[config.mk]
export PLATFORM = sky130hd
export DESIGN_NAME = sir_endec_top
export DESIGN_NICKNAME = d
export VERILOG_FILES = /design/src/design/sir_pkg.sv /design/src/design/sir_core_if.sv /design/src/design/sir_encoder.sv /design/src/design/sir_endec_top.sv /design/src/design/sir_pulse_qual.sv
export SDC_FILE = /design/constraint.sdc
export NUM_CORES = 1
export LEC_CHECK = 0
export BUFFER_PORTS_ARGS = -buffer_cell sky130_fd_sc_hd__buf_4
export CAP_MARGIN = 20
export CORE_MARGIN = 10
export CORE_UTILIZATION = 25
export CTS_BUF_LIST = sky130_fd_sc_hd__clkbuf_8
export DETAILED_ROUTE_END_ITERATION = 12
export REMOVE_ABC_BUFFERS = 1
export SLEW_MARGIN = 20
export SYNTH_ARGS = -nofsm -noshare
export SYNTH_HDL_FRONTEND = slang
export SYNTH_HIERARCHICAL = 1
export SYNTH_SLANG_ARGS = --single-unit
[constraint.sdc]
create_clock -name i_core_clk -period 3.5 [get_ports i_core_clk]
set_input_delay 0.525 -clock i_core_clk [delete_from_list [all_inputs] [get_ports i_core_clk]]
set_output_delay 0.525 -clock i_core_clk [all_outputs]
set_load 0.02 [all_outputs]
[src/design/sir_pkg.sv]
`default_nettype none
// ****************************************
// shared constants for the infrared endec
// ****************************************
package sir_pkg;
    // register map: printed offset is an index, byte address is four times it
    localparam logic [11:0] CTRL_INDEX = 12'h00bf;
    localparam logic [11:0] CTRL_ADDR = 12'(CTRL_INDEX << 2);
    localparam logic [7:0] CTRL_RESET = 8'h00;  // control after reset
    localparam logic [7:0] CTRL_WMASK = 8'hf7;  // bit 3 is unused
    // control field positions
    localparam int unsigned EN_BIT = 0;         // endec_enable
    localparam int unsigned RXEN_BIT = 1;       // rx_decode_enable
    localparam int unsigned LOOP_BIT = 2;       // internal loopback
    localparam int unsigned DIV_LSB = 4;        // pulse_divider_factor low bit
    localparam int unsigned DIV_W = 4;          // pulse_divider_factor width
    // divider low bits are fixed
    localparam logic [1:0] DIV_LOW_BITS = 2'h3;
    // symbol timing in baud ticks
    localparam logic [4:0] SYM_TICKS = 5'h10;   // ticks per uart bit
    localparam logic [3:0] SYM_HIGH_FIRST = 4'h7; // first tick of the pulse
    localparam logic [3:0] SYM_HIGH_LAST = 4'h9;  // last tick of the pulse
    localparam logic [3:0] SYM_LAST = 4'hf;     // last tick of a bit
    localparam logic [2:0] MAX_PULSE_TICKS = 3'h4; // longest legal low pulse
    // pulse qualifier states
    typedef enum logic [2:0]
    {
        Q_IDLE = 3'b001,
        Q_MEASURE = 3'b010,
        Q_WAIT = 3'b100
    } sir_qual_state_type;
endpackage
`default_nettype wire

[src/design/sir_core_if.sv]
`default_nettype none
// ****************************************
// links between the top and its helpers
// ****************************************
interface sir_core_if;
    logic baud_tick;        // one-cycle pulse per 16x baud period
    logic tx_on;            // encoder allowed to run
    logic uart_txd;         // uart transmit level
    logic tx_symbol;        // encoded pulse, high during 3/16 pulse
    logic rx_on;            // decoder allowed to run
    logic rx_level;         // receive level, low during a pulse
    logic [3:0] div_factor; // pulse_divider_factor
    logic pulse_ok;         // one-cycle: a legal pulse was seen
    modport top (output baud_tick, tx_on, uart_txd, rx_on, rx_level, div_factor,
                 input tx_symbol, pulse_ok);
    modport enc (input baud_tick, tx_on, uart_txd, output tx_symbol);
    modport qual (input baud_tick, rx_on, rx_level, div_factor, output pulse_ok);
endinterface
`default_nettype wire

[src/design/sir_encoder.sv]
`default_nettype none
// ****************************************
// 3/16 pulse encoder
// ****************************************
module sir_encoder (
    input wire logic i_core_clk,  // system clock
    input wire logic i_resetn,    // async reset, active low
    sir_core_if.enc link          // tick, txd in, symbol out
);
    logic [3:0] phase;    // tick position inside the bit
    logic bit_val;        // bit being encoded
    logic last_txd;       // txd at the previous tick

    // bit framing: a txd change restarts the bit so symbols track the uart
    always_ff @(posedge i_core_clk or negedge i_resetn)
    begin
        if (!i_resetn)
        begin
            phase <= 4'h0;
            bit_val <= 1'b1;
            last_txd <= 1'b1;
        end
        else if (!link.tx_on)
        begin
            phase <= 4'h0;
            bit_val <= 1'b1;
            last_txd <= 1'b1;
        end
        else if (link.baud_tick)
        begin
            last_txd <= link.uart_txd;
            if (link.uart_txd != last_txd || phase == sir_pkg::SYM_LAST) // RULE_01
            begin
                phase <= 4'h0;
                bit_val <= link.uart_txd;
            end
            else
                phase <= phase + 4'h1;
        end
    end

    // pulse only for a zero, ticks 7..9; a one stays low all 16 ticks
    always_ff @(posedge i_core_clk or negedge i_resetn)
    begin
        if (!i_resetn)
            link.tx_symbol <= 1'b0;
        else
            link.tx_symbol <= link.tx_on && !bit_val && phase >= sir_pkg::SYM_HIGH_FIRST
                              && phase <= sir_pkg::SYM_HIGH_LAST; // RULE_02 RULE_03
    end
endmodule
`default_nettype wire

[src/design/sir_endec_top.sv]
// Contract
// RULE_01 - each uart bit is sixteen baud ticks
// RULE_02 - a one bit keeps the output low
// RULE_03 - a zero: low 7, high 3, low 6
// RULE_04 - no transmit while receive decode enabled
// RULE_05 - a short low pulse decodes as zero
// RULE_06 - sixteen quiet ticks decode as one
// RULE_07 - pass pulses within minimum and maximum width
// RULE_08 - divider is factor plus two ones
// RULE_09 - factor zero selects plain edge detection
// RULE_10 - software picks factor from clock rate
// RULE_11 - software follows the clock range table
// RULE_12 - later decoded bits are exactly sixteen ticks
// RULE_13 - loopback feeds inverted output to decoder
// RULE_14 - receive enable routes decoded data to uart
// RULE_15 - bit zero switches the whole endec
// RULE_16 - control resets zero, unused bits read zero
// RULE_17 - software sets pins to alternate function
// RULE_18 - software masks uart modem status interrupt
// RULE_19 - timing follows the uart baud clock
// RULE_20 - idle receive line held high
`default_nettype none
module sir_endec_top (
    input wire logic i_core_clk,        // system clock, 40 mhz
    input wire logic i_resetn,          // async reset, active low
    input wire logic [11:0] i_paddr,    // apb byte address
    input wire logic i_psel,            // apb select
    input wire logic i_penable,         // apb access phase
    input wire logic i_pwrite,          // apb write when high
    input wire logic [31:0] i_pwdata,   // apb write data
    output logic [31:0] o_prdata,       // apb read data
    output logic o_pready,              // apb ready
    output logic o_pslverr,             // apb error, unmapped address
    input wire logic i_baud_clk16,      // uart 16x baud clock
    input wire logic i_uart_txd,        // uart transmit serial line
    output logic o_uart_rxd,            // uart receive serial line
    input wire logic i_infrared_in,     // infrared_in pin, low = pulse
    output logic o_infrared_out         // infrared_out pin, high = pulse
);
    // ****************************************
    // declarations
    // ****************************************
    sir_core_if link ();        // shared with encoder and qualifier
    logic [7:0] ctrl;           // infrared_endec_control
    logic [2:0] baud_sync;      // baud clock sync and edge stage
    logic [1:0] ir_sync;        // infrared_in synchroniser
    logic [4:0] win_cnt;        // ticks left in a decoded zero
    logic apb_setup;            // setup phase of any transfer
    logic apb_access;           // access phase of any transfer
    logic addr_hit;             // address maps to the control
    logic endec_enable;         // control bit 0
    logic rx_decode_enable;     // control bit 1
    logic loopback;             // control bit 2

    // ****************************************
    // control fields
    // ****************************************
    // field decode straight off the control register
    always_comb
    begin
        endec_enable = ctrl[sir_pkg::EN_BIT];
        rx_decode_enable = ctrl[sir_pkg::RXEN_BIT];
        loopback = ctrl[sir_pkg::LOOP_BIT];
    end

    // ****************************************
    // apb slave
    // ****************************************
    // zero wait states: every access completes in its first access cycle
    always_comb
    begin
        apb_setup = i_psel && !i_penable;
        apb_access = i_psel && i_penable;
        addr_hit = i_paddr == sir_pkg::CTRL_ADDR;
        o_pready = 1'b1;
        o_pslverr = apb_access && !addr_hit; // unmapped answers with error
    end

    // control register; unused bit 3 can never be set
    always_ff @(posedge i_core_clk or negedge i_resetn)
    begin
        if (!i_resetn)
            ctrl <= sir_pkg::CTRL_RESET; // RULE_16
        else if (apb_access && i_pwrite && addr_hit)
            ctrl <= i_pwdata[7:0] & sir_pkg::CTRL_WMASK; // RULE_16
    end

    // read data captured in setup so it comes from a flip-flop
    always_ff @(posedge i_core_clk or negedge i_resetn)
    begin
        if (!i_resetn)
            o_prdata <= 32'h0000_0000;
        else if (apb_setup && !i_pwrite && addr_hit)
            o_prdata <= {24'h00_0000, ctrl}; // upper bits read zero
        else if (apb_setup)
            o_prdata <= 32'h0000_0000; // unmapped reads zero
    end

    // ****************************************
    // input synchronisers
    // ****************************************
    // baud clock is foreign; third stage only feeds the edge detect
    always_ff @(posedge i_core_clk or negedge i_resetn)
    begin
        if (!i_resetn)
            baud_sync <= 3'h0;
        else
            baud_sync <= {baud_sync[1:0], i_baud_clk16};
    end

    // infrared pin idles high, so reset to the idle level
    always_ff @(posedge i_core_clk or negedge i_resetn)
    begin
        if (!i_resetn)
            ir_sync <= 2'h3;
        else
            ir_sync <= {ir_sync[0], i_infrared_in};
    end

    // ****************************************
    // helper wiring
    // ****************************************
    // baud clock must be slower than half the core clock, else ticks are lost
    always_comb
    begin
        link.baud_tick = baud_sync[1] && !baud_sync[2]; // RULE_19
        link.uart_txd = i_uart_txd;
        // loopback keeps the encoder running even with decode enabled
        link.tx_on = endec_enable && (!rx_decode_enable || loopback); // RULE_04 RULE_15
        link.rx_on = endec_enable && rx_decode_enable; // RULE_14 RULE_15
        link.rx_level = loopback ? !link.tx_symbol : ir_sync[1]; // RULE_13
        link.div_factor = ctrl[sir_pkg::DIV_LSB +: sir_pkg::DIV_W];
    end

    // ****************************************
    // encoder and qualifier
    // ****************************************
    sir_encoder u_encoder (
        .i_core_clk (i_core_clk),
        .i_resetn (i_resetn),
        .link (link.enc)
    );

    sir_pulse_qual u_qual (
        .i_core_clk (i_core_clk),
        .i_resetn (i_resetn),
        .link (link.qual)
    );

    // ****************************************
    // pin output
    // ****************************************
    // half duplex: pin stays low whenever decode is enabled
    always_ff @(posedge i_core_clk or negedge i_resetn)
    begin
        if (!i_resetn)
            o_infrared_out <= 1'b0;
        else
            o_infrared_out <= endec_enable && !rx_decode_enable && link.tx_symbol; // RULE_04
    end

    // ****************************************
    // decoded receive stream
    // ****************************************
    // every legal pulse opens a sixteen-tick zero; a retrigger keeps later
    // bits exactly sixteen ticks, only the first one carries sampling jitter
    always_ff @(posedge i_core_clk or negedge i_resetn)
    begin
        if (!i_resetn)
            win_cnt <= 5'h00;
        else if (!link.rx_on)
            win_cnt <= 5'h00;
        else if (link.pulse_ok)
            win_cnt <= sir_pkg::SYM_TICKS; // RULE_05 RULE_12
        else if (link.baud_tick && win_cnt != 5'h00)
            win_cnt <= win_cnt - 5'h01; // RULE_06
    end

    // uart line idles high while off or not decoding
    always_ff @(posedge i_core_clk or negedge i_resetn)
    begin
        if (!i_resetn)
            o_uart_rxd <= 1'b1;
        else
            o_uart_rxd <= !(link.rx_on && win_cnt != 5'h00); // RULE_14 RULE_20
    end

    // ****************************************
    // checking helpers
    // ****************************************
    logic [2:0] hi_ticks;   // ticks seen while the symbol is high
    logic [4:0] txd_hi;     // ticks of steady high txd, saturating
    logic [6:0] low_clks;   // cycles the receive level has been low
    logic [4:0] quiet;      // ticks since the last legal pulse

    // counters only the assertions read
    always_ff @(posedge i_core_clk or negedge i_resetn)
    begin
        if (!i_resetn)
        begin
            hi_ticks <= 3'h0;
            txd_hi <= 5'h00;
            low_clks <= 7'h00;
            quiet <= 5'h00;
        end
        else
        begin
            if (!link.tx_symbol)
                hi_ticks <= 3'h0;
            else if (link.baud_tick && hi_ticks != 3'h7)
                hi_ticks <= hi_ticks + 3'h1;
            if (!i_uart_txd || !link.tx_on)
                txd_hi <= 5'h00;
            else if (link.baud_tick && txd_hi != 5'h1f)
                txd_hi <= txd_hi + 5'h01;
            if (link.rx_level)
                low_clks <= 7'h00;
            else if (low_clks != 7'h7f)
                low_clks <= low_clks + 7'h01;
            if (link.pulse_ok || !link.rx_on)
                quiet <= 5'h00;
            else if (link.baud_tick && quiet != 5'h1f)
                quiet <= quiet + 5'h01;
        end
    end

    // ****************************************
    // assertions
    // ****************************************
    a_ctrl_write_mask: assert property ( // RULE_16
        @(posedge i_core_clk) disable iff (!i_resetn)
        apb_access && i_pwrite && addr_hit |=> ctrl == ($past(i_pwdata[7:0]) & 8'hf7))
        else $error("control write mask wrong");

    a_rx_idle_high: assert property ( // RULE_20
        @(posedge i_core_clk) disable iff (!i_resetn)
        !link.rx_on |=> o_uart_rxd)
        else $error("uart rx not idle while decode off");

    a_pulse_three_ticks: assert property ( // RULE_03
        @(posedge i_core_clk) disable iff (!i_resetn)
        $fell(link.tx_symbol) && $past(link.tx_on) |-> hi_ticks == 3'h3)
        else $error("zero pulse not three ticks wide");

    a_one_stays_low: assert property ( // RULE_02
        @(posedge i_core_clk) disable iff (!i_resetn)
        txd_hi > 5'h11 |-> !link.tx_symbol)
        else $error("pulse sent for a one bit");

    a_half_duplex: assert property ( // RULE_04
        @(posedge i_core_clk) disable iff (!i_resetn)
        rx_decode_enable |=> !o_infrared_out)
        else $error("transmit while decode enabled");

    a_edge_mode: assert property ( // RULE_09
        @(posedge i_core_clk) disable iff (!i_resetn)
        link.rx_on && $past(link.rx_on) && link.div_factor == 4'h0
        && $past(link.div_factor) == 4'h0 && $fell(link.rx_level) |=> link.pulse_ok)
        else $error("edge mode missed a pulse");

    a_short_reject: assert property ( // RULE_07
        @(posedge i_core_clk) disable iff (!i_resetn)
        link.rx_on && link.div_factor != 4'h0 && $stable(link.div_factor)
        && $rose(link.rx_level) && low_clks <= {1'b0, link.div_factor, 2'h3} + 7'h01
        |=> !link.pulse_ok)
        else $error("short pulse accepted");

    a_zero_decoded: assert property ( // RULE_05
        @(posedge i_core_clk) disable iff (!i_resetn)
        link.pulse_ok && link.rx_on ##1 link.rx_on |=> !o_uart_rxd)
        else $error("legal pulse not decoded as zero");

    a_quiet_one: assert property ( // RULE_06
        @(posedge i_core_clk) disable iff (!i_resetn)
        quiet > 5'h11 |-> o_uart_rxd)
        else $error("quiet bit not decoded as one");

    a_window_reload: assert property ( // RULE_12
        @(posedge i_core_clk) disable iff (!i_resetn)
        link.pulse_ok && link.rx_on |=> win_cnt == 5'h10)
        else $error("zero window not sixteen ticks");

    a_loopback_path: assert property ( // RULE_13
        @(posedge i_core_clk) disable iff (!i_resetn)
        $rose(link.tx_symbol) && loopback && $past(loopback) && link.rx_on
        && $past(link.rx_on) && link.div_factor == 4'h0 && $past(link.div_factor) == 4'h0
        |=> link.pulse_ok)
        else $error("loopback pulse not seen");
endmodule
`default_nettype wire

[src/design/sir_pulse_qual.sv]
`default_nettype none
// ****************************************
// receive pulse width qualifier
// ****************************************
module sir_pulse_qual (
    input wire logic i_core_clk,  // system clock
    input wire logic i_resetn,    // async reset, active low
    sir_core_if.qual link         // level in, pulse_ok out
);
    sir_pkg::sir_qual_state_type state; // qualifier state
    logic [5:0] div_cnt;  // six-bit divider, counts down
    logic min_met;        // one divider period elapsed while low
    logic [2:0] tick_cnt; // baud ticks spent low

    // measure each low pulse when factor is nonzero, too short or too long is dropped; factor zero passes every pulse at its falling edge
    always_ff @(posedge i_core_clk or negedge i_resetn)
    begin
        if (!i_resetn)
        begin
            state <= sir_pkg::Q_IDLE;
            div_cnt <= 6'h00;
            min_met <= 1'b0;
            tick_cnt <= 3'h0;
            link.pulse_ok <= 1'b0;
        end
        else
        begin
            link.pulse_ok <= 1'b0;
            case (state)
                sir_pkg::Q_IDLE:
                    if (link.rx_on && !link.rx_level)
                    begin
                        if (link.div_factor == 4'h0)
                        begin
                            link.pulse_ok <= 1'b1; // RULE_09
                            state <= sir_pkg::Q_WAIT;
                        end
                        else
                        begin
                            div_cnt <= {link.div_factor, sir_pkg::DIV_LOW_BITS}; // RULE_08
                            min_met <= 1'b0;
                            tick_cnt <= 3'h0;
                            state <= sir_pkg::Q_MEASURE;
                        end
                    end
                sir_pkg::Q_MEASURE:
                    if (!link.rx_on)
                        state <= sir_pkg::Q_IDLE;
                    else if (link.rx_level)
                    begin
                        link.pulse_ok <= min_met; // RULE_07
                        state <= sir_pkg::Q_IDLE;
                    end
                    else
                    begin
                        if (div_cnt == 6'h00)
                            min_met <= 1'b1;
                        else
                            div_cnt <= div_cnt - 6'h01;
                        if (link.baud_tick && tick_cnt == sir_pkg::MAX_PULSE_TICKS)
                            state <= sir_pkg::Q_WAIT; // RULE_07
                        else if (link.baud_tick)
                            tick_cnt <= tick_cnt + 3'h1;
                    end
                sir_pkg::Q_WAIT:
                    if (!link.rx_on || link.rx_level)
                        state <= sir_pkg::Q_IDLE;
                default:
                    state <= sir_pkg::Q_IDLE;
            endcase
        end
    end
endmodule
`default_nettype wire

# --- Yosys cells after proc, flatten, opt, wreduce, memory -nomap -nowiden ---
# Cells that the tools add are included.
word_totals:
  reg_bits: 72
  latchBits: 0
  mem_bits_rw: 0
  rom_bits: 0
  inputBits: 52
  out_inout_bits: 36
  elab_cells: 129
  memories: 0
classes:
  addsub: 4
  n_mul: 0
  n_div: 0
  order_cmp: 2
  eq_ne: 20
  n_shift: 0
  mux: 45
  bitwise: 0
  n_reduce_logical: 42
op_table:
  columns: ["op", "count"]
  rows:
  - ["$mux 32", 2]
  - ["$mux 3", 12]
  - ["$mux 6", 5]
  - ["$logic_and 1x1->1", 19]
  - ["$ne 2x2->1 const B", 8]
  - ["$mux 1", 15]
  - ["$mux 5", 3]
  - ["$eq 12x10->1 const B", 1]
  - ["$mux 4", 3]
  - ["$pmux 6 s2", 1]
  - ["$reduce_and 6->1", 2]
  - ["$logic_not 1->1", 10]
  - ["$pmux 3 s3", 1]
  - ["$reduce_and 7->1", 1]
  - ["$eq 3x3->1 const B", 2]
  - ["$logic_not 6->1", 1]
  - ["$ne 2x1->1 const B", 3]
  - ["$pmux 3 s2", 1]
  - ["$sub 6x1->6 const B", 1]
  - ["$reduce_bool 5->1", 1]
  - ["$sub 5x1->5 const B", 1]
  - ["$add 4x1->4 const B", 1]
  - ["$eq 4x4->1 const B", 1]
  - ["$ge 4x3->1 const B", 1]
  - ["other kinds (13)", 17]

# --- Depth between registers and ports, before layout ---
logic_depth:
  ltp_word: 7
  ltp_mapped: 8
  mapped_depth_nobuf: 7

# --- Modules after synthesis ---
# Netlist, hierarchy kept.
modules_own_cells:
  columns: ["module", "instances", "cells_each", "area_per_inst_um2", "seq_area_each_um2"]
  rows:
  - ["sir_endec_top", 1, 108, 1290.0, 654.4]
  - ["sir_pulse_qual", 1, 93, 882.1, 351.6]
  - ["sir_encoder", 1, 45, 446.7, 177.7]

# --- Least setup slack after synthesis ---
# Ideal clock, no wire load.
synth_timing:
  path_kind: "in2out"
  from: "input i_paddr[11]"
  to: "output o_pslverr"
  t_arrival_ns: 1.561
  t_required_ns: 2.975
  setup_slack_ns: 1.414
  path_stages: 2
  path_buffers: 0
  path_cell_list: "or4b_4 > o311a_2"
synth_between:
  elab_chain_len: 3
synth_lines:
  columns: ["element", "line_no", "text"]
  rows:
  - ["start: declaration", "sir_endec_top.sv:26", "input wire logic [11:0] i_paddr,"]
  - ["$eq 12x10->1", "sir_endec_top.sv:74", "addr_hit = i_paddr == sir_pkg::CTRL_ADDR;"]
  - ["$logic_not 1->1", "sir_endec_top.sv:76", "o_pslverr = apb_access && !addr_hit;"]
  - ["$logic_and 1x1->1", "sir_endec_top.sv:76", null]
  - ["end: declaration", "sir_endec_top.sv:33", "output logic o_pslverr,"]
# Every way passes these cells.

# --- Worst setup path after layout ---
# Ends and elaborated chain as after synthesis.

==> results.tsv <==
metric	value	unit
outcome	complete, no violations	
drc	0	
antenna_found_initial	0	
cellLeakagePower	1.33	nW
num_vias	1876	
die-width	122	um
worstPathRequired	2970	ps
io_buffers	36	
core_area	0.0103	mm^2
grt.overflow.total	0	
vias_per_cell	4.48	
synthCells	246	
syn_avg_cell_area	10.6	um^2
cts.sinks	47	
firstDrtPassIters	4	
diodes	0	
rows	37	
hpwlAfterDp	4.22	mm
ys_seq_area_share	45.2	%
grt_util_all_layers	7.62	%
grt_setup_unrepaired	false	
grt_pass1_vias	1930	
ys_ff_latch	47	
slew_headroom	42.1	%
htreeDepth	2	
cp-end-kind	output pin	
finalCritPeriodShare	65.8	%
cts-buffers-inserted	5	
wl_per_cell	13.5	um
syn-cell-area	0.00262	mm^2
final_nets	341	
layout_min_cycle_time	2300	ps
drv_cap	0	
drt-total-wl	5.64	mm
drive_gt1_share	25.1	%
drt_iter0_drc	69	
synth_edf_count	0	
clk_latency	300	ps
setup_violations	0	
final_antenna_net_count	0	
cts_tree	done	
slew_violations	0	
die_area	0.0150	mm^2
final_core_util	29.4	%
mostFrequentLayoutCell	dfrtp_1	
path_class	primary input to output pin	
cts_root_buf	clkbuf_8	
grt_max_degree	48	
clock_path_buffers	2	
yosysWarnings	6	
hold_viol_final	0	
fin_tns_setup	0	ps
gp_congestion	0.762	
worst_pin_slew	861	ps
min_path_type	primary input to async pin	
cts-resized-gates	0	
ys_async_sr_fraction	100	%
path_clk_slew	100	ps
layout_common_cells	41 x dfrtp_1, 36 x buf_4, 26 x conb_1	
fin_skew	6.39	ps
die_h	122	um
cts_hold_buf	0	
area_growth	15.2	%
yosys_most_used_dff	dfrtp_1	
post-cts-setup-buffer-count	0	
io_pins	88	
cp_max_fo	3	
start_util	25.5	%
ys_types	58	
crit_arrival	1780	ps
grt_pass1_wl	9.52	mm
ir_worst_vdd	0.128	mV
clock.fmax	434	MHz
power_density	323	mW/mm^2
start_kind	primary input	
-- final timing paths --
path                                      end  cells past startpoint  slack [ps]     startpoint
hold reg to reg                  baud_sync[1]                      0         360   baud_sync[0]
min in group i_core_clk            ir_sync[0]                      1         320  i_infrared_in
setup reg to reg            u_qual/div_cnt[1]                      6        1350        ctrl[2]
max in group asynchronous         o_prdata[1]                      1        2860       i_resetn
setup / recovery                    o_pslverr                      4        1200    i_paddr[11]
hold / removal             u_encoder/phase[1]                      1         220       i_resetn
-- flip-flops by register name, indices dropped and copies added (netlist names) --
name	cells
u_encoder/link.tx_symbol	1
ir_sync	2
o_infrared_out	1
baud_sync	3
o_uart_rxd	1
o_prdata	7
u_encoder/last_txd	1
u_qual/div_cnt	6
u_encoder/phase	4
ctrl	7
u_qual/min_met	1
u_encoder/bit_val	1
u_qual/state	3
win_cnt	5
u_qual/tick_cnt	3
u_qual/link.pulse_ok	1
-- cells in the mapped netlist, drive strengths merged (7+ instances only) --
cell    number  area share [%]
buf         28             8.1
a21oi       12             2.3
nor2         9             1.4
dfrtp       41              39
ha           7             3.3
inv         12             1.7
mux2         9             4.0
nand2        8             1.1
nand2b       9             2.1
o21ai       15             2.9
nand3        7             1.3
a22o         7             2.3
-- final cells by class --
cell class | count | area (um^2)
inverters | 12 | 45.0
repair buffers | 36 | 270
fillers | 1062 | 7260
flip-flops and latches | 47 | 1180
clock buffers | 5 | 68.8
multi-input cells | 180 | 1260
clock inverters | 3 | 22.5
well taps | 136 | 170
-- metal layers --
layer	wire (um)	vias up	track usage, %
met4	74	0	2.50
met5	0	-	0
met1	2570	906	9.54
met3	392	5	2.57
met2	2610	48	12.1
li1	-	917	-
-- power breakdown --
| part | internal (mW) | switching, mW |
|---|---|---|
| logic | 0.0266 | 0.0539 |
| clock network | 0.145 | 0.202 |
| registers | 0.547 | 0.000989 |
-- through the flow --
step	std cells	hold slack, ps	instance area [um^2]	worst slack, ps	total power [mW]
global placement	411	340	2930	1190	0.638
floorplan	239	229	2490	1410	0.599
finish	419	225	3020	1200	0.975
detailed placement	411	343	2930	1170	0.639
global route	419	270	3020	1170	1.02
CTS	419	250	3020	1190	0.991
-- worst max-delay path: stages --
cell and delay, ps:
buf_4 110, or4b_4 570, o311a_2 410, buf_4 160
-- kinds of logic after synthesis --
kind of cell    count (synthesis)  share of synthesized area (%)
other cells                     2                          0.287
xor+xnor                        1                          0.621
mux                             9                           4.01
fa+ha+maj                       7                           3.34
simple gates                   73                           19.2
buf+inv                        43                           10.2
flops                          47                           45.2
compound gates                 64                           17.2
Note: power is estimated with default switching activity, not from simulation.
